--- config.mk ---
export PLATFORM = sky130hd
export DESIGN_NAME = bbsu_decoder
export DESIGN_NICKNAME = d
export VERILOG_FILES = /design/src/logic/bbsu_pkg.sv /design/src/logic/bbsu_decoder.sv /design/src/logic/bbsu_translate.sv
export SDC_FILE = /design/constraint.sdc
export NUM_CORES = 1
export LEC_CHECK = 0
export BUFFER_PORTS_ARGS = -buffer_cell sky130_fd_sc_hd__buf_2
export CORE_ASPECT_RATIO = 1.25
export CORE_MARGIN = 5
export CORE_UTILIZATION = 38
export CTS_CLUSTER_SIZE = 24
export DETAILED_ROUTE_END_ITERATION = 8
export GPL_TIMING_DRIVEN = 1
export PLACE_DENSITY = 0.55
export SYNTH_ARGS = -nofsm -noshare
export SYNTH_HDL_FRONTEND = slang
export SYNTH_SLANG_ARGS = --single-unit
--- constraint.sdc ---
create_clock -name clk -period 4.2 [get_ports clk]
set_input_delay 0.84 -clock clk [delete_from_list [all_inputs] [get_ports clk]]
set_output_delay 0.84 -clock clk [all_outputs]
set_load 0.1 [all_outputs]
--- src/logic/bbsu_pkg.sv ---
package bbsu_pkg;

    // ------------------------------------------------------------
    // order codes
    // ------------------------------------------------------------
    localparam logic [7:0] OP_SET_STRIP_MAP      = 8'h08;
    localparam logic [7:0] OP_SET_DEST_ONLY      = 8'h0c;
    localparam logic [7:0] OP_SET_TONE_DEST      = 8'h0d;
    localparam logic [7:0] OP_SET_SRC_DEST       = 8'h0e;
    localparam logic [7:0] OP_SET_THREE_OPERAND  = 8'h0f;
    localparam logic [7:0] RESERVED_BYTE         = 8'h00;

    // ------------------------------------------------------------
    // setup order layout, bytes after the opcode
    // ------------------------------------------------------------
    localparam logic [3:0] SETUP_LAST_BYTE       = 4'hd;
    localparam logic [3:0] BYTE_RESERVED         = 4'h1;
    localparam logic [3:0] BYTE_BAND             = 4'h2;
    localparam logic [3:0] BYTE_DIRECTION        = 4'h3;
    localparam logic [3:0] BYTE_WARP_HI          = 4'h4;
    localparam logic [3:0] BYTE_OFFSET_HI        = 4'h6;
    localparam logic [3:0] BYTE_END_HI           = 4'ha;
    localparam int         BOTTOM_UP_BIT         = 0;

    // ------------------------------------------------------------
    // reset values
    // ------------------------------------------------------------
    localparam logic [7:0]  RESET_BAND           = 8'h00;
    localparam logic [15:0] RESET_WARP           = 16'h0000;
    localparam logic [31:0] RESET_OFFSET         = 32'h00000000;
    localparam logic [31:0] RESET_END            = 32'hffffffff;
    localparam logic [7:0]  RESET_LOGIC_CODE     = 8'h00;

    typedef enum logic [1:0] {
        BBSU_TGT_FRAME,
        BBSU_TGT_UNBANDED,
        BBSU_TGT_BANDED
    } bbsu_target_t;

    typedef struct packed {
        logic [7:0]  band;
        logic        bottom_up_flag;
        logic [15:0] strip_map_warp;
        logic [31:0] phys_minus_logical_offset;
        logic [31:0] strip_end_address;
    } bbsu_setup_t;

    typedef struct packed {
        logic [7:0] dest_only_logic_code;
        logic [7:0] tone_dest_logic_code;
        logic [7:0] src_dest_logic_code;
        logic [7:0] three_operand_logic_code;
    } bbsu_codes_t;

    // transfer order being checked by the translation side
    typedef struct packed {
        logic         valid;
        bbsu_target_t target;
        logic         is_scanline;
        logic [7:0]   band;
        logic [31:0]  destination_pointer;
    } bbsu_xfer_t;

endpackage : bbsu_pkg

--- src/logic/bbsu_decoder.sv ---
`timescale 1ns/1ns
`default_nettype none
module bbsu_decoder (
    input  wire logic                  clk,
    input  wire logic                  reset,
    input  wire logic                  order_byte_valid,
    input  wire logic            [7:0] order_byte,
    output logic                       order_byte_ready,
    output logic                       order_busy,
    input  wire bbsu_pkg::bbsu_xfer_t  xfer,
    input  wire logic                  xfer_progress,
    input  wire logic           [31:0] xfer_physical_address,
    output logic                       xfer_execute,
    output logic                       xfer_bottom_up,
    output logic                       xfer_reverse_table,
    output logic                [31:0] xfer_start_physical,
    output logic                       xfer_abort,
    output logic                       writeback_valid,
    output logic                [31:0] writeback_logical,
    output logic                 [7:0] writeback_band,
    output bbsu_pkg::bbsu_setup_t      setup,
    output bbsu_pkg::bbsu_codes_t      codes
);
    import bbsu_pkg::*;

    // ------------------------------------------------------------
    // state
    // ------------------------------------------------------------
    typedef enum logic [1:0] {
        BBSU_IDLE,
        BBSU_SETUP,
        BBSU_CODE
    } bbsu_phase_t;

    typedef struct packed {
        bbsu_phase_t phase;
        logic [3:0]  index;
        logic [7:0]  opcode;
        bbsu_setup_t shadow;
        bbsu_setup_t setup;
        bbsu_codes_t codes;

        logic        active;
        logic [7:0]  band;
        logic        scanline;
        logic        banded;
        logic        wb_valid;
        logic [31:0] wb_logical;
        logic [7:0]  wb_band;
        logic        abort;
        logic        execute;
        logic        bottom_up;
        logic        reverse;
        logic [31:0] start_phys;
    } bbsu_state_t;

    bbsu_state_t state;
    bbsu_state_t next_state;

    logic [31:0] mapped_start;
    logic [31:0] mapped_back;
    logic        fault_now;

    // ------------------------------------------------------------
    // byte and transfer decode
    // ------------------------------------------------------------
    logic        in_setup;
    logic        take_band;
    logic        take_direction;
    logic        take_warp;
    logic        take_offset;
    logic        take_end;
    logic        setup_done;
    logic        xfer_start;
    logic        band_fault;

    assign in_setup       = order_byte_valid && (state.phase == BBSU_SETUP);
    assign take_band      = in_setup && (state.index == BYTE_BAND);
    assign take_direction = in_setup && (state.index == BYTE_DIRECTION);
    assign take_warp      = in_setup && (state.index >= BYTE_WARP_HI)
                                     && (state.index < BYTE_OFFSET_HI);
    assign take_offset    = in_setup && (state.index >= BYTE_OFFSET_HI)
                                     && (state.index < BYTE_END_HI);
    assign take_end       = in_setup && (state.index >= BYTE_END_HI);
    assign setup_done     = in_setup && (state.index == SETUP_LAST_BYTE);
    // only a banded order has a band buffer to run off the end of
    assign xfer_start     = xfer.valid && !state.active;
    assign band_fault     = state.active && state.banded && xfer_progress && fault_now;

    // ------------------------------------------------------------
    // helpers
    // ------------------------------------------------------------
    function automatic logic is_code_order(input logic [7:0] op);
        is_code_order = (op == OP_SET_DEST_ONLY) || (op == OP_SET_TONE_DEST) ||
                        (op == OP_SET_SRC_DEST)  || (op == OP_SET_THREE_OPERAND);
    endfunction : is_code_order

    function automatic logic is_banded(input bbsu_xfer_t x);
        is_banded = (x.target == BBSU_TGT_BANDED);
    endfunction : is_banded

    // big-endian field loading: each new byte enters at the low end
    function automatic logic [31:0] shift_in32(input logic [31:0] cur, input logic [7:0] b);
        shift_in32 = {cur[23:0], b};
    endfunction : shift_in32

    function automatic logic [15:0] shift_in16(input logic [15:0] cur, input logic [7:0] b);
        shift_in16 = {cur[7:0], b};
    endfunction : shift_in16

    // scanline orders move on to the next band in render order
    function automatic logic [7:0] step_band(input logic [7:0] band, input logic down);
        step_band = down ? band - 8'h01 : band + 8'h01;
    endfunction : step_band

    bbsu_translate u_translate (
        .logical_in   (xfer.destination_pointer),
        .physical_in  (xfer_physical_address),
        .offset       (state.setup.phys_minus_logical_offset),
        .end_address  (state.setup.strip_end_address),
        .bottom_up    (state.setup.bottom_up_flag),
        .physical_out (mapped_start),
        .logical_out  (mapped_back),
        .fault        (fault_now)
    );

    // ------------------------------------------------------------
    // next state
    // ------------------------------------------------------------
    always_comb begin
        next_state          = state;
        next_state.wb_valid = 1'b0;
        next_state.abort    = 1'b0;
        next_state.execute  = 1'b0;

        // order byte stream; setup is staged so a half-loaded order never leaks
        if (order_byte_valid) begin
            unique case (state.phase)
                BBSU_IDLE: begin
                    next_state.opcode = order_byte;
                    next_state.index  = 4'h1;
                    if (order_byte == OP_SET_STRIP_MAP) begin
                        next_state.phase  = BBSU_SETUP;
                        next_state.shadow = state.setup;
                    end else if (is_code_order(order_byte)) begin
                        next_state.phase = BBSU_CODE;
                    end else begin
                        // not an order of this block: the byte is dropped
                        next_state.phase = BBSU_IDLE;
                    end
                end
                BBSU_SETUP: begin
                    next_state.index = state.index + 4'h1;
                    // byte 1 is reserved and dropped
                    if (take_band) begin
                        next_state.shadow.band = order_byte;
                    end
                    if (take_direction) begin
                        next_state.shadow.bottom_up_flag = order_byte[BOTTOM_UP_BIT];
                    end
                    if (take_warp) begin
                        next_state.shadow.strip_map_warp =
                            shift_in16(state.shadow.strip_map_warp, order_byte);
                    end
                    if (take_offset) begin
                        next_state.shadow.phys_minus_logical_offset =
                            shift_in32(state.shadow.phys_minus_logical_offset, order_byte);
                    end
                    if (take_end) begin
                        next_state.shadow.strip_end_address =
                            shift_in32(state.shadow.strip_end_address, order_byte);
                    end
                    if (setup_done) begin
                        next_state.phase = BBSU_IDLE;
                        next_state.setup = next_state.shadow;
                    end
                end
                BBSU_CODE: begin
                    next_state.phase = BBSU_IDLE;
                    unique case (state.opcode)
                        OP_SET_DEST_ONLY: begin
                            next_state.codes.dest_only_logic_code = order_byte;
                        end
                        OP_SET_TONE_DEST: begin
                            next_state.codes.tone_dest_logic_code = order_byte;
                        end
                        OP_SET_SRC_DEST: begin
                            next_state.codes.src_dest_logic_code = order_byte;
                        end
                        default: begin
                            next_state.codes.three_operand_logic_code = order_byte;
                        end
                    endcase
                end
                default: next_state.phase = BBSU_IDLE;
            endcase
        end

        // transfer start: banded orders need a band match and take the strip setup
        if (xfer_start) begin
            next_state.band     = xfer.band;
            next_state.scanline = xfer.is_scanline;
            next_state.banded   = is_banded(xfer);
            if (is_banded(xfer)) begin
                next_state.execute = (xfer.band == state.setup.band);
                next_state.bottom_up = state.setup.bottom_up_flag;
                next_state.reverse = xfer.is_scanline && state.setup.bottom_up_flag;
                next_state.start_phys = mapped_start;
            end else begin
                // frames and unbanded maps skip the band test and the mapping
                next_state.execute    = 1'b1;
                next_state.bottom_up  = 1'b0;
                next_state.reverse    = 1'b0;
                next_state.start_phys = xfer.destination_pointer;
            end
            next_state.active = next_state.execute;
        end

        // band fault ends the transfer and hands back the order's new values
        if (band_fault) begin
            next_state.active     = 1'b0;
            next_state.abort      = 1'b1;
            next_state.wb_valid   = 1'b1;
            next_state.wb_logical = mapped_back;
            next_state.wb_band    = state.band;
            if (state.scanline) begin
                next_state.wb_band = step_band(state.band, state.setup.bottom_up_flag);
            end
        end else if (state.active && !xfer.valid) begin
            next_state.active = 1'b0;
        end
    end

    // ------------------------------------------------------------
    // registers
    // ------------------------------------------------------------
    always_ff @(posedge clk) begin
        if (reset) begin
            state                                  <= '0;
            state.phase                            <= BBSU_IDLE;
            state.setup.band                       <= RESET_BAND;
            state.setup.strip_map_warp             <= RESET_WARP;
            state.setup.phys_minus_logical_offset  <= RESET_OFFSET;
            state.setup.strip_end_address          <= RESET_END;
            state.codes.dest_only_logic_code       <= RESET_LOGIC_CODE;
            state.codes.tone_dest_logic_code       <= RESET_LOGIC_CODE;
            state.codes.src_dest_logic_code        <= RESET_LOGIC_CODE;
            state.codes.three_operand_logic_code   <= RESET_LOGIC_CODE;
        end else begin
            state <= next_state;
        end
    end

    // ------------------------------------------------------------
    // outputs
    // ------------------------------------------------------------
    // software keeps the warp a multiple of 16 for engine output
    // offset and end address are taken as given
    assign order_byte_ready    = 1'b1;
    assign order_busy          = (state.phase != BBSU_IDLE);

    // ------------------------------------------------------------
    // transfer side outputs
    // ------------------------------------------------------------
    assign xfer_execute        = state.execute;
    assign xfer_bottom_up      = state.bottom_up;
    assign xfer_reverse_table  = state.reverse;
    assign xfer_start_physical = state.start_phys;
    assign xfer_abort          = state.abort;
    assign writeback_valid     = state.wb_valid;
    assign writeback_logical   = state.wb_logical;
    assign writeback_band      = state.wb_band;
    assign setup               = state.setup;
    assign codes               = state.codes;
endmodule : bbsu_decoder
`default_nettype wire

--- src/logic/bbsu_translate.sv ---
`timescale 1ns/1ns
`default_nettype none
module bbsu_translate (
    input  wire logic [31:0] logical_in,
    input  wire logic [31:0] physical_in,
    input  wire logic [31:0] offset,
    input  wire logic [31:0] end_address,
    input  wire logic        bottom_up,
    output logic      [31:0] physical_out,
    output logic      [31:0] logical_out,
    output logic             fault
);
    // ------------------------------------------------------------
    // address mapping, modulo 2^32 so the sign needs no extension
    // ------------------------------------------------------------
    assign physical_out = logical_in + offset;
    assign logical_out  = physical_in - offset;
    // unsigned compare: physical addresses never wrap inside a band
    assign fault = bottom_up ? (physical_in <= end_address)
                             : (physical_in >= end_address);
endmodule : bbsu_translate
`default_nettype wire

# Word-level counts from Yosys, hierarchy flattened
# Index checks and enable logic that the tools add are counted.
# totals
inputBits,88
output_inout_bits,200
register_bits,312
# op_classes
eq_ne,17
n_lt_le_gt_ge,7
n_mux,17
addsub,5
bitwise_logic,2
reduce_logical,35
# op_table
operator,n
89-bit one-hot mux with 2 select lines,1
89-bit two-way mux,1
8-bit by 4-bit == test with 1-bit output (second input constant),8
32-bit two-way mux,2
42-bit two-way mux,1
35-bit two-way mux,1
32-bit adder,1
32-bit greater-or-equal comparator,1
32-bit less-or-equal comparator,1
32-bit subtractor,1
8-bit two-way mux,3
3-bit AND reduction,6
16-bit two-way mux,1
1-bit logical AND,15
8-bit by 1-bit adder with 8-bit output (second input constant),1
4-bit by 2-bit == test with 1-bit output (second input constant),2
8-bit == test,1
4-bit by 3-bit greater-or-equal comparator with 1-bit output (second input constant),2
4-bit one-hot mux with 2 select lines,1
8-bit by 1-bit subtractor with 8-bit output (second input constant),1
2-bit two-way mux,3
2-bit AND reduction,3
3-bit OR reduction,2
4-bit by 1-bit adder with 4-bit output (second input constant),1
other kinds (15),23

# Logic depth before layout (Yosys ltp)
# Gate-level depths: netlist of run 1.
# depth
word_depth,7
mapped_depth,14
depth_no_buf,13

# By module
# Synthesis of run 1 repeated with hierarchy kept, for this count alone.
# unflattened
hier_cells,2187
hier_area_um2,18853.1
# by_module_without_submodules
mod,cells_each,area_each_um2,n_inst
bbsu_decoder,1549,14385.0,1
bbsu_translate,638,4468.0,1

# Worst setup path after synthesis of run 1
# OpenSTA, ideal clock, no wires.
# synth_path
path_type,input port to flip-flop
startpoint,input port xfer_physical_address[0]
endpoint,"register state, in the netlist writeback_logical[30]"
stages,13
t_arrival_ns,3.044
n_path_buf,0
path_slack_ns,1.060
cell_sequence,inv_1 ha_1 fa_1 nor2b_4 o31a_4 o31ai_4 o21ai_2 a41oi_2 o21ai_2 a221oi_2 o21ai_1 o21a_1 o41ai_2
# synth_between
elab_chain_cells,3
elab_cells_between_ends,5
classes_between,1 x add/sub; 2 x order compare; 1 x mux; 1 x reduce/logical
# synth_rtl
item,line,rtl
start: declaration,bbsu_decoder.sv:12,"input wire logic [31:0] xfer_physical_address,"
32-bit greater-or-equal comparator / 32-bit less-or-equal comparator (equally long branches),"bbsu_translate.sv:20, bbsu_translate.sv:19",
1-bit two-way mux,bbsu_translate.sv:19,assign fault = bottom_up ? (physical_in <= end_address)
1-bit logical AND,bbsu_decoder.sv:88,assign band_fault = state.active && state.banded && xfer_progress && fault_now;
end signal: assignment,bbsu_decoder.sv:250,state <= next_state;
end: declaration,bbsu_decoder.sv:57,bbsu_state_t state;
# Several ways; a longest one is shown, not always the timed one.
# A chain may end at the register's enable or synchronous reset.

# Final worst setup path of run 1
# layout_path
startpoint,register setup[49] (netlist name)
endpoint,"register state, in the netlist writeback_logical[30]"
# layout_between
elab_chain_cells,1
# layout_rtl
item,line,rtl
32-bit subtractor,bbsu_translate.sv:17,assign logical_out = physical_in - offset;
# Every way passes these cells.

==> results.py, run 1 <==
metrics = {
    "die": {
        "die_w_um": 207.0,
        "rows": 90,
        "dieArea_mm2": 0.05307,
        "start_util_pct": 38.27,
        "die_y_um": 256.3,
        "core_mm2": 0.04820,
        "boundaryPins": 288,
    },
    "cells_and_area": {
        "nets": 2516,
        "final_cell_mix": "nor2_1, dfxtp_1, buf_2, nand2_1, a21oi_1",
        "final_area_mm2": 0.02015,
        "drive_above_1_share_pct": 17.67,
        "area_growth_pct": 9.261,
        "n_fill_cell": 5026,
        "final_common_cell": "nor2_1",
    },
    "place": {
        "placed_cell_area_mm2": 0.01901,
        "gp_congestion": 0.8883,
        "port_buffers": 286,
        "hpwl_mm": 43.71,
    },
    "logic_synthesis": {
        "synth_top_area_cell": "dfxtp_1",
        "yosysSeqAreaShare_pct": 33.76,
        "synth_top_area_share_pct": 33.76,
        "syn-cell-area_mm2": 0.01844,
        "syn_inst": 2310,
        "ys_seq_elements": 311,
        "synth-main-ff-cell": "dfxtp_1",
        "yosys-top-cells-area": "dfxtp_1, buf_4, nor2_1",
        "synth_area_per_cell_um2": 7.984,
        "yosysWarnings": 0,
        "ys_types": 73,
        "syn_nets": 2504,
        "synthArstFlopShare_pct": 0,
        "synth-edff-count": 0,
    },
    "clock_tree": {
        "post_cts_buffers": 0,
        "worstSkewPairLatency_ps": 550,
        "cts_max_path_buffers": 3,
        "htreeDepth": 2,
        "cts_hold_buffers": 0,
        "numClockSinks": 311,
        "clkTransAtPathRegs_ps": 60,
        "tritoncts": "done",
        "cts-resized-gates": 0,
        "cts_buffers": 36,
        "cts_root_buf": "clkbuf_16",
    },
    "run_status": {
        "status": "finished clean",
    },
    "setup_path": {
        "startpoint_type": "flip-flop",
        "rr_endpoint": "writeback_logical[30]$_SDFFE_PP0P_",
        "worstSetupPathType": "reg2reg",
        "crit_fanout": 6,
        "rrSetupSlack_ps": 1020,
        "r2r_start": "setup[49]$_SDFFE_PP0P_",
        "rr_worst_depth": 12,
        "arrival_ps": 3620,
        "crit_required_ps": 4640,
        "endpoint_kind": "flip-flop",
        "startpoint": "setup[49]$_SDFFE_PP0P_",
    },
    "hold_path": {
        "hold_path_class": "reg2reg",
        "hold_depth": 2,
        "holdCritStartpoint": "codes[8]$_SDFFE_PP0P_",
        "holdPathEnd": "codes[8]$_SDFFE_PP0P_",
    },
    "sta": {
        "drv_slew": 0,
        "max_slew_margin_pct": 15.12,
        "fin_crit_sh_pct": 75.72,
        "max_freq_ghz": 0.3144,
        "finalHoldViolCount": 0,
        "period_minus_slack_ps": 3180,
        "skew_ps": 10.98,
        "setup_viol": 0,
        "tns_ps": 0,
        "rsz0062_at_grt": "no",
        "tightest_slew_ps": 1273,
    },
    "grt": {
        "track_usage_pct": 21.74,
        "grt_max_degree": 115,
        "grt_pass1_vias": 15920,
        "grt_pass1_wl_mm": 92.98,
        "grt_overflow_total": 0,
        "antenna_found_initial": 5,
    },
    "detailed_routing": {
        "wl_per_cell_um": 20.36,
        "drtPass1Iterations": 5,
        "routed_wl_mm": 60.99,
        "drc_errors": 0,
        "vias": 16520,
        "drtIter0Drc": 951,
        "drtAntennaViolNets": 0,
        "vias_per_cell": 5.515,
    },
    "power": {
        "power_density_mw_per_mm2": 341.1,
        "ir_worst_vdd_mv": 0.2917,
        "power_leakage_nw": 8.610,
    },
    "flow_run": {
        "max_cap_viol_count": 0,
    },
}
[state kept, by name, indices dropped and copies added, names as in the netlist]
signal and flops:
codes 32, setup 89, state 114, writeback_band 8, writeback_logical 32, writeback_valid 1
xfer_bottom_up 1, xfer_execute 1, xfer_reverse_table 1, xfer_start_physical 32
[layer usage]
| layer | GRT usage [%] | part of all wire, % | up-vias |
|---|---|---|---|
| met5 | 0 | 0.039 | - |
| met4 | 8.543 | 4.3 | 4 |
| met3 | 4.414 | 5.1 | 106 |
| met2 | 39.28 | 51 | 472 |
| met1 | 25.16 | 40 | 7952 |
| li1 | - | - | 7988 |
[critical path: stages, from the launching register on]
cell and delay [ps]:
dfxtp_1 520, inv_1 200, ha_1 330, a211oi_1 320
nand3_1 160, a211oi_2 180, o21ai_2 110, a41oi_2 290
o21ai_2 130, a221oi_2 250, o21ai_1 120, o21a_1 190
o41ai_2 270
[where the power goes]
part           switching (mW)  internal, mW
combinational           0.545         0.218
clock                    1.31          1.78
sequential             0.0293          2.99
total                    1.89          4.99
[synth_stat cells (all sizes together) (3+ instances only)]
| library cell | number |
|---|---|
| o22ai | 91 |
| or3 | 5 |
| nor4 | 6 |
| clkbuf | 129 |
| mux2i | 68 |
| a211o | 36 |
| nand3b | 3 |
| a311oi | 51 |
| xnor2 | 35 |
| fa | 3 |
| o211ai | 8 |
| a21o | 45 |
| or2 | 7 |
| nor2 | 345 |
| nor2b | 15 |
| xor2 | 30 |
| o21ai | 62 |
| buf | 220 |
| nand4 | 39 |
| o21bai | 6 |
| nand3 | 17 |
| nor3 | 53 |
| inv | 81 |
| dfxtp | 311 |
| nor3b | 5 |
| mux2 | 6 |
| o21a | 12 |
| a31oi | 7 |
| a221oi | 3 |
| and3 | 3 |
| ha | 103 |
| nand2b | 16 |
| a41oi | 3 |
| a211oi | 112 |
| nand2 | 217 |
| a21oi | 122 |
| and2 | 5 |
[logic make-up (layout without fill, tap and decap cells)]
| kind of cell | count (synthesis) | count (layout) | share of synthesized area, % |
|---|---|---|---|
| adders and majority gates | 106 | 106 | 7.313 |
| muxes | 74 | 74 | 4.057 |
| and+or+nand+nor | 742 | 742 | 17.30 |
| AOI/OAI and AO/OA | 581 | 581 | 21.60 |
| other | 1 | 4 | 0.02033 |
| DFF | 311 | 311 | 33.76 |
| xor gates and xnor gates | 65 | 65 | 3.087 |
| buffers and inverters | 430 | 469 | 12.86 |
[layout make-up]
class / count / area [um^2] / area share [%]
well taps: 644 / 805.8 / 3.999
multi-input cells: 1569 / 9908 / 49.17
clock buffers: 52 / 1032 / 5.123
inverters: 81 / 304.0 / 1.509
repair buffers: 323 / 1769 / 8.780
clock inverters: 13 / 97.59 / 0.4843
diodes: 3 / 7.507 / 0.03726
flip-flops and latches: 311 / 6226 / 30.90
[metrics by stage]
stage / cells / total power, mW / setup slack, ps / hold WS, ps / util, %
after global routing: 2994 / 7.149 / 657.0 / 468.9 / 41.80
after global placement: 2928 / 3.841 / 649.0 / 437.7 / 39.45
after CTS: 2993 / 6.970 / 975.0 / 453.9 / 41.79
final: 2996 / 6.874 / 1020 / 450.3 / 41.81
after floorplan: 2310 / 3.661 / 1060 / 431.6 / -
after detailed placement: 2928 / 3.850 / 607.8 / 445.4 / 39.45
[how the worst max path moves through the flow]
stage	end	slack (ps)	cells past startpoint
final	writeback_logical[30]$_SDFFE_PP0P_	1020	12
after CTS	xfer_start_physical[24]$_SDFFE_PP0P_	970	13
after global placement	state[295]$_SDFFE_PP0P_	650	8
after detailed placement	writeback_band[1]$_SDFFE_PP0P_	610	13
after floorplan	writeback_logical[30]$_SDFFE_PP0P_	1060	13
after global routing	xfer_start_physical[24]$_SDFFE_PP0P_	660	13
Power figures use the tool's default switching activity.
==> inputs of run 2 (changes only) <==
clock period = 3.2 ns   (was 4.2 ns; I/O delays follow)
==> run 2 against run 1 <==
  * Non-clock buffer count is 72 higher
  * Sequential share of layout area shrank 1.2 points
  * Largest cell class unchanged
  * Setup slack worse by 840 ps
  * Global-route usage is 0.25 points higher
  * Critical path depth increased by 2
  * First-iteration DRC count grew 11%
  * Count of clock-buffer cells in the layout is 3 lower
  * Fmax rose by 5.2%
==> results.py, run 2 (synthesis gave the netlist of run 1 again) <==
metrics = {
    "run_status": {
        "status": "finished clean",
    },
    "sta": {
        "period_minus_slack_ps": 3023,
        "tightest_slew_ps": 916.0,
        "tns_ps": 0,
        "finalHoldViolCount": 0,
        "fin_crit_sh_pct": 94.47,
        "skew_ps": 16.56,
        "rsz0062_at_grt": "no",
        "setup_viol": 0,
        "drv_slew": 0,
        "max_freq_ghz": 0.3308,
        "max_slew_margin_pct": 38.71,
    },
    "setup_path": {
        "rr_worst_depth": 14,
        "max_stage_delay_ps": 380,
        "worstSetupPathType": "reg2reg",
        "arrival_ps": 3500,
        "crit_fanout": 18,
        "endpoint_kind": "flip-flop",
        "startpoint_type": "flip-flop",
        "crit_chain": "inv_2 -> ha_1 -> a21o_1 -> a21o_1 -> a21oi_2 -> nor4_1 -> nor4_1 -> buf_4 -> o21ai_1 -> xnor2_1 -> a21o_2 -> buf_12 -> a211o_1 -> a21oi_2",
        "crit_required_ps": 3680,
        "critPathSlowestCell": "nor4_1",
    },
    "clock_tree": {
        "htreeDepth": 2,
        "cts_hold_buffers": 0,
        "tritoncts": "done",
        "cts_root_buf": "clkbuf_16",
        "cts_buffers": 37,
        "cts-resized-gates": 0,
        "cts_max_path_buffers": 3,
        "numClockSinks": 311,
        "worstSkewPairLatency_ps": 550,
        "clkTransAtPathRegs_ps": 60,
        "post_cts_buffers": 0,
    },
    "cells_and_area": {
        "final_area_mm2": 0.02096,
        "multi_input_area_mm2": 0.009927,
        "drive_above_1_share_pct": 20.54,
        "final_util_pct": 43.49,
        "top_regs": "state (114), setup (89)",
        "area_growth_pct": 13.65,
        "top_register": "state",
        "largest_register_ffs": 114,
        "final_cells": 3066,
        "final_common_cell": "nor2_1",
        "nets": 2589,
        "n_fill_cell": 4960,
        "seqCellArea_mm2": 0.006228,
        "final_cell_mix": "nor2_1, dfxtp_1, buf_2, nand2_1, a21oi_1",
    },
    "power": {
        "total_power_mw": 9.339,
        "ir_worst_vdd_mv": 0.3762,
        "sw_frac_of_total_pct": 26.75,
        "pwr-share-clk_pct": 46.4,
        "p_int_mw": 6.841,
        "power_leakage_nw": 9.058,
        "netSwitchingPower_mw": 2.498,
        "pwr-share-comb_pct": 11.1,
        "p_seq_share_pct": 42.5,
        "power_density_mw_per_mm2": 445.6,
    },
    "place": {
        "placed_cell_area_mm2": 0.01965,
        "dp.cells": 2998,
        "port_buffers": 286,
        "gp_congestion": 0.8896,
        "hpwl_mm": 45.08,
    },
    "die": {
        "boundaryPins": 288,
        "rows": 90,
        "dieArea_mm2": 0.05307,
        "die_y_um": 256.3,
        "die_w_um": 207.0,
        "start_util_pct": 38.27,
        "core_mm2": 0.04820,
    },
    "grt": {
        "grt_use_met1_pct": 25.43,
        "busiest_layer": "met2",
        "antenna_found_initial": 4,
        "use_met3_pct": 4.719,
        "met2_usage_pct": 39.98,
        "grt_pass1_wl_mm": 94.02,
        "track_usage_pct": 22.00,
        "grt_overflow_total": 0,
        "grt_max_degree": 75,
        "grt_pass1_vias": 16050,
    },
    "hold_path": {
        "hold_depth": 3,
        "hold_path_class": "in2reg",
    },
    "detailed_routing": {
        "wl_per_cell_um": 20.18,
        "vias_per_cell": 5.439,
        "routed_wl_mm": 61.86,
        "drtPass1Iterations": 5,
        "vias": 16680,
        "drtAntennaViolNets": 0,
        "drtIter0Drc": 1056,
        "drc_errors": 0,
    },
    "flow_run": {
        "max_cap_viol_count": 0,
    },
}
-- run 2: power by group through the flow --
| stage | combinational [mW] | clock, mW | sequential [mW] |
|---|---|---|---|
| global placement | 1.03 | 0 | 4.05 |
| global route | 1.12 | 4.61 | 3.97 |
| floorplan | 0.764 | 0 | 4.04 |
| finish | 1.04 | 4.34 | 3.96 |
| detailed placement | 1.04 | 0 | 4.05 |
| CTS | 1.04 | 4.46 | 3.96 |
-- run 2: critical path, delay by kind of cell, from the launching register on --
kind                     cells  cell delay, ps
buffers and inverters        3             420
AND/OR/NAND/NOR              2             440
XOR/XNOR                     1             140
flip-flops                   1             360
AO/OA/AOI/OAI                7            1300
adder cells (fa/ha/maj)      1             280
-- run 2: path summary, 6_finish.rpt --
| path | from | to | slack [ps] |
|---|---|---|---|
| worst min register to register | writeback_logical[0]$_SDFFE_PP0P_ | writeback_logical[0]$_SDFFE_PP0P_ | 450 |
| worst max-delay path | setup[17]$_SDFFE_PP1P_ | writeback_band[1]$_SDFFE_PP0P_ | 180 |
| worst max register to register | setup[17]$_SDFFE_PP1P_ | writeback_band[1]$_SDFFE_PP0P_ | 180 |
| worst min-delay path | xfer[40] | state[78]$_SDFFE_PP0P_ | 350 |
-- run 2: through the flow --
stage | hold WS [ps] | worst slack, ps
6_report | 354.5 | 176.9
2_1_floorplan | 431.6 | 260.0
3_3_place_gp | 439.4 | -87.88
3_5_place_dp | 444.0 | -132.1
5_1_grt | 328.8 | 1.755
4_1_cts | 321.9 | 57.73
-- run 2: layout make-up --
type                    instances  share of cell area, %
diodes                          2                0.02388
clock buffers                  49                  4.925
clock inverters                15                 0.9551
inverters                      81                  1.451
multi-input cells            1569                  47.36
flip-flops and latches        311                  29.72
well taps                     644                  3.844
repair buffers                395                  11.72
-- run 2: per-layer routing --
metal / share of wire (%) / up-vias
li1: - / 8155
met1: 40 / 7989
met2: 51 / 427
met3: 5.2 / 100
met4: 3.8 / 4
met5: 0.044 / -
==> inputs of run 3 (changes only) <==
PLACE_DENSITY = unset   (was 0.55)
PLACE_DENSITY_LB_ADDON = 0.25   (was unset)
SYNTH_HIERARCHICAL = 1   (was unset)
==> run 3 against run 2 <==
  * First-iteration DRC count up 6.9%
  * Area after synthesis up 2.2%
  * Hold slack worse by 4.0 ps
  * Register-to-register slack worse by 80 ps
  * Clock skew down 1.1 ps
  * Sequential share of layout area down 1.2 points
  * Critical path depth up 1
  * Utilization up 0.96 points
  * Combinational power up 9.6%
  * Sequential power about the same
  * Clock power about the same
  * Count of clock-buffer cells in the layout up 5
  * Critical endpoint is now writeback_band[6]$_SDFFE_PP0P_
  * Largest power group unchanged
==> results.py, run 3 <==
metrics = {
    "run_status": {
        "status": "finished clean",
    },
    "cells_and_area": {
        "top_regs": "state (114), setup (89)",
        "final_cell_mix": "dfxtp_1, buf_2, nor2_1, mux2i_1, buf_4",
        "final_common_cell": "dfxtp_1",
        "area_growth_pct": 15.96,
        "n_fill_cell": 4934,
        "drive_above_1_share_pct": 23.60,
        "diodes": 0,
        "largest_register_ffs": 114,
        "nets": 2548,
        "top_register": "state",
    },
    "die": {
        "die_w_um": 209.2,
        "rows": 91,
        "start_util_pct": 38.33,
        "dieArea_mm2": 0.05420,
        "boundaryPins": 288,
        "core_mm2": 0.04919,
        "die_y_um": 259.0,
    },
    "power": {
        "power_density_mw_per_mm2": 430.5,
        "power_leakage_nw": 9.876,
        "ir_worst_vdd_mv": 0.4472,
    },
    "setup_path": {
        "crit_chain": "inv_1 -> ha_1 -> a21o_1 -> a21o_1 -> a21oi_2 -> or4_1 -> o211ai_1 -> a21oi_1 -> mux2i_1 -> buf_4 -> nand4_1 -> buf_4 -> nor2b_4 -> a32oi_1 -> nand3_1",
        "worst-path-buf-inv": 3,
        "crit_required_ps": 3630,
        "arrival_ps": 3530,
        "critPathSlowestCell": "dfxtp_1",
        "max_stage_delay_ps": 460,
        "worstSetupPathType": "reg2reg",
        "crit_family": "compound AO/OA/AOI/OAI gates",
        "endpoint_kind": "flip-flop",
        "crit_fanout": 10,
        "startpoint_type": "flip-flop",
        "rrSetupSlack_ps": 100,
        "r2r_start": "setup[16]$_SDFFE_PP1P_",
        "rr_endpoint": "writeback_band[6]$_SDFFE_PP0P_",
        "rr_worst_depth": 15,
    },
    "grt": {
        "grt_max_degree": 115,
        "antenna_found_initial": 0,
        "grt_pass1_wl_mm": 94.85,
        "grt_pass1_vias": 15970,
        "track_usage_pct": 21.95,
        "grt_overflow_total": 0,
    },
    "sta": {
        "max_slew_margin_pct": 18.28,
        "skew_ps": 15.46,
        "rsz0062_at_grt": "no",
        "tightest_slew_ps": 1226,
        "drv_slew": 0,
        "fin_crit_sh_pct": 96.90,
        "period_minus_slack_ps": 3101,
        "setup_ws_ps": 99.35,
        "finalHoldViolCount": 0,
        "setup_viol": 0,
        "max_freq_ghz": 0.3225,
        "tns_ps": 0,
    },
    "detailed_routing": {
        "drtAntennaViolNets": 0,
        "vias": 16350,
        "dr.max_layer_used": "met4",
        "routed_wl_mm": 63.13,
        "vias_per_cell": 5.391,
        "drtIter0Drc": 1129,
        "drtPass1Iterations": 6,
        "wl_per_cell_um": 20.82,
        "met3_length_mm": 3.468,
        "wl_met2_mm": 29.49,
        "drc_errors": 0,
        "wl_met1_mm": 27.62,
    },
    "clock_tree": {
        "numClockSinks": 311,
        "worstSkewPairLatency_ps": 550,
        "clkTransAtPathRegs_ps": 60,
        "cts_hold_buffers": 0,
        "cts_root_buf": "clkbuf_16",
        "cts_max_path_buffers": 3,
        "htreeDepth": 2,
        "tritoncts": "done",
        "cts_buffers": 37,
    },
    "logic_synthesis": {
        "synth-edff-count": 0,
        "synthArstFlopShare_pct": 0,
        "yosysWarnings": 6,
        "synth-main-ff-cell": "dfxtp_1",
        "synth_top_area_share_pct": 33.02,
        "ys_seq_elements": 311,
        "yosysSeqAreaShare_pct": 33.02,
        "syn_inst": 2187,
        "yosysMostFrequentCell": "dfxtp_1",
        "synth_top_area_cell": "dfxtp_1",
        "ys_types": 79,
        "synth_area_per_cell_um2": 8.621,
        "synth_common_cells": "dfxtp_1, nor2_1, buf_4",
        "yosys-top-cells-area": "dfxtp_1, mux2i_1, buf_4",
        "syn-cell-area_mm2": 0.01885,
        "syn_nets": 2381,
    },
    "hold_path": {
        "holdCritStartpoint": "xfer[40]",
        "holdPathEnd": "state[78]$_SDFFE_PP0P_",
        "hold_depth": 3,
        "hold_path_class": "in2reg",
    },
    "place": {
        "hpwl_mm": 46.80,
        "pre_cts_slack_ps": -489.6,
        "port_buffers": 286,
        "gp_congestion": 0.9231,
    },
    "flow_run": {
        "max_cap_viol_count": 0,
    },
}
## run 3: what timing repair did
action	CTS	global route
gates resized for setup	1	13
pin swaps	0	4
buffers inserted	1	0
endpoints found under the setup margin	41	42
gates cloned	1	3
## run 3: worst min-delay path, delay by kind of cell
family                 cells  cell delay (ps)
and+or+nand+nor            1               50
buffers and inverters      1              100
AOI/OAI and AO/OA          1               50
## run 3: stage by stage
step / hold slack, ps / util, % / cell area, um^2 / power, mW / cells
after floorplan: 436.7 / - / 18850 / 4.834 / 2187
after global placement: 442.0 / 41.67 / 20500 / 5.162 / 2961
after detailed placement: 450.9 / 41.67 / 20500 / 5.169 / 2961
after CTS: 309.4 / 44.25 / 21760 / 9.542 / 3029
after global routing: 332.4 / 44.45 / 21860 / 9.770 / 3032
final: 350.4 / 44.45 / 21860 / 9.412 / 3032
## run 3: worst max-delay path by stage
stage | cells past startpoint | startpoint | to | slack, ps
floorplan | 13 | xfer_physical_address[5] | writeback_band[6]$_SDFFE_PP0P_ | 240
global placement | 13 | xfer_physical_address[17] | writeback_logical[11]$_SDFFE_PP0P_ | -460
detailed placement | 13 | xfer_physical_address[17] | writeback_logical[7]$_SDFFE_PP0P_ | -490
CTS | 14 | setup[17]$_SDFFE_PP1P_ | writeback_logical[7]$_SDFFE_PP0P_ | 40
global route | 16 | setup[16]$_SDFFE_PP1P_ | writeback_band[6]$_SDFFE_PP0P_ | 0.6
finish | 15 | setup[16]$_SDFFE_PP1P_ | writeback_band[6]$_SDFFE_PP0P_ | 100
## run 3: logic make-up (layout without fill, tap and decap cells)
family | Yosys count | after routing | synth area share, %
AOI/OAI and AO/OA | 627 | 627 | 23.58
xor gates and xnor gates | 66 | 66 | 3.066
adders and majority gates | 106 | 106 | 7.154
buffers and inverters | 419 | 610 | 12.70
DFF | 311 | 311 | 33.02
muxes | 165 | 165 | 8.780
other | 1 | 1 | 0.01989
and+or+nand+nor | 492 | 495 | 11.68
## run 3: per-layer routing
layer	vias up	GRT usage, %
met5	-	0
met1	7780	28.73
met3	100	3.239
met2	486	36.48
li1	7979	-
met4	0	8.685
## run 3: report_power, final
part	internal [mW]	switching, mW	total, mW	leakage, nW
Combinational	0.371	0.770	1.14	6.75
Sequential	3.92	0.0353	3.96	2.52
Clock	2.55	1.76	4.31	0.612
Total	6.85	2.57	9.41	9.88
## run 3: cell type report
cell class	count	area [um^2]	area share, %
Clock inverter	12	115.1	0.5265
Sequential cell	311	6228	28.49
Timing Repair Buffer	457	2855	13.06
Inverter	87	326.6	1.494
Multi-Input combinational cell	1460	10390	47.52
Clock buffer	54	1132	5.179
Tap cell	651	814.5	3.726
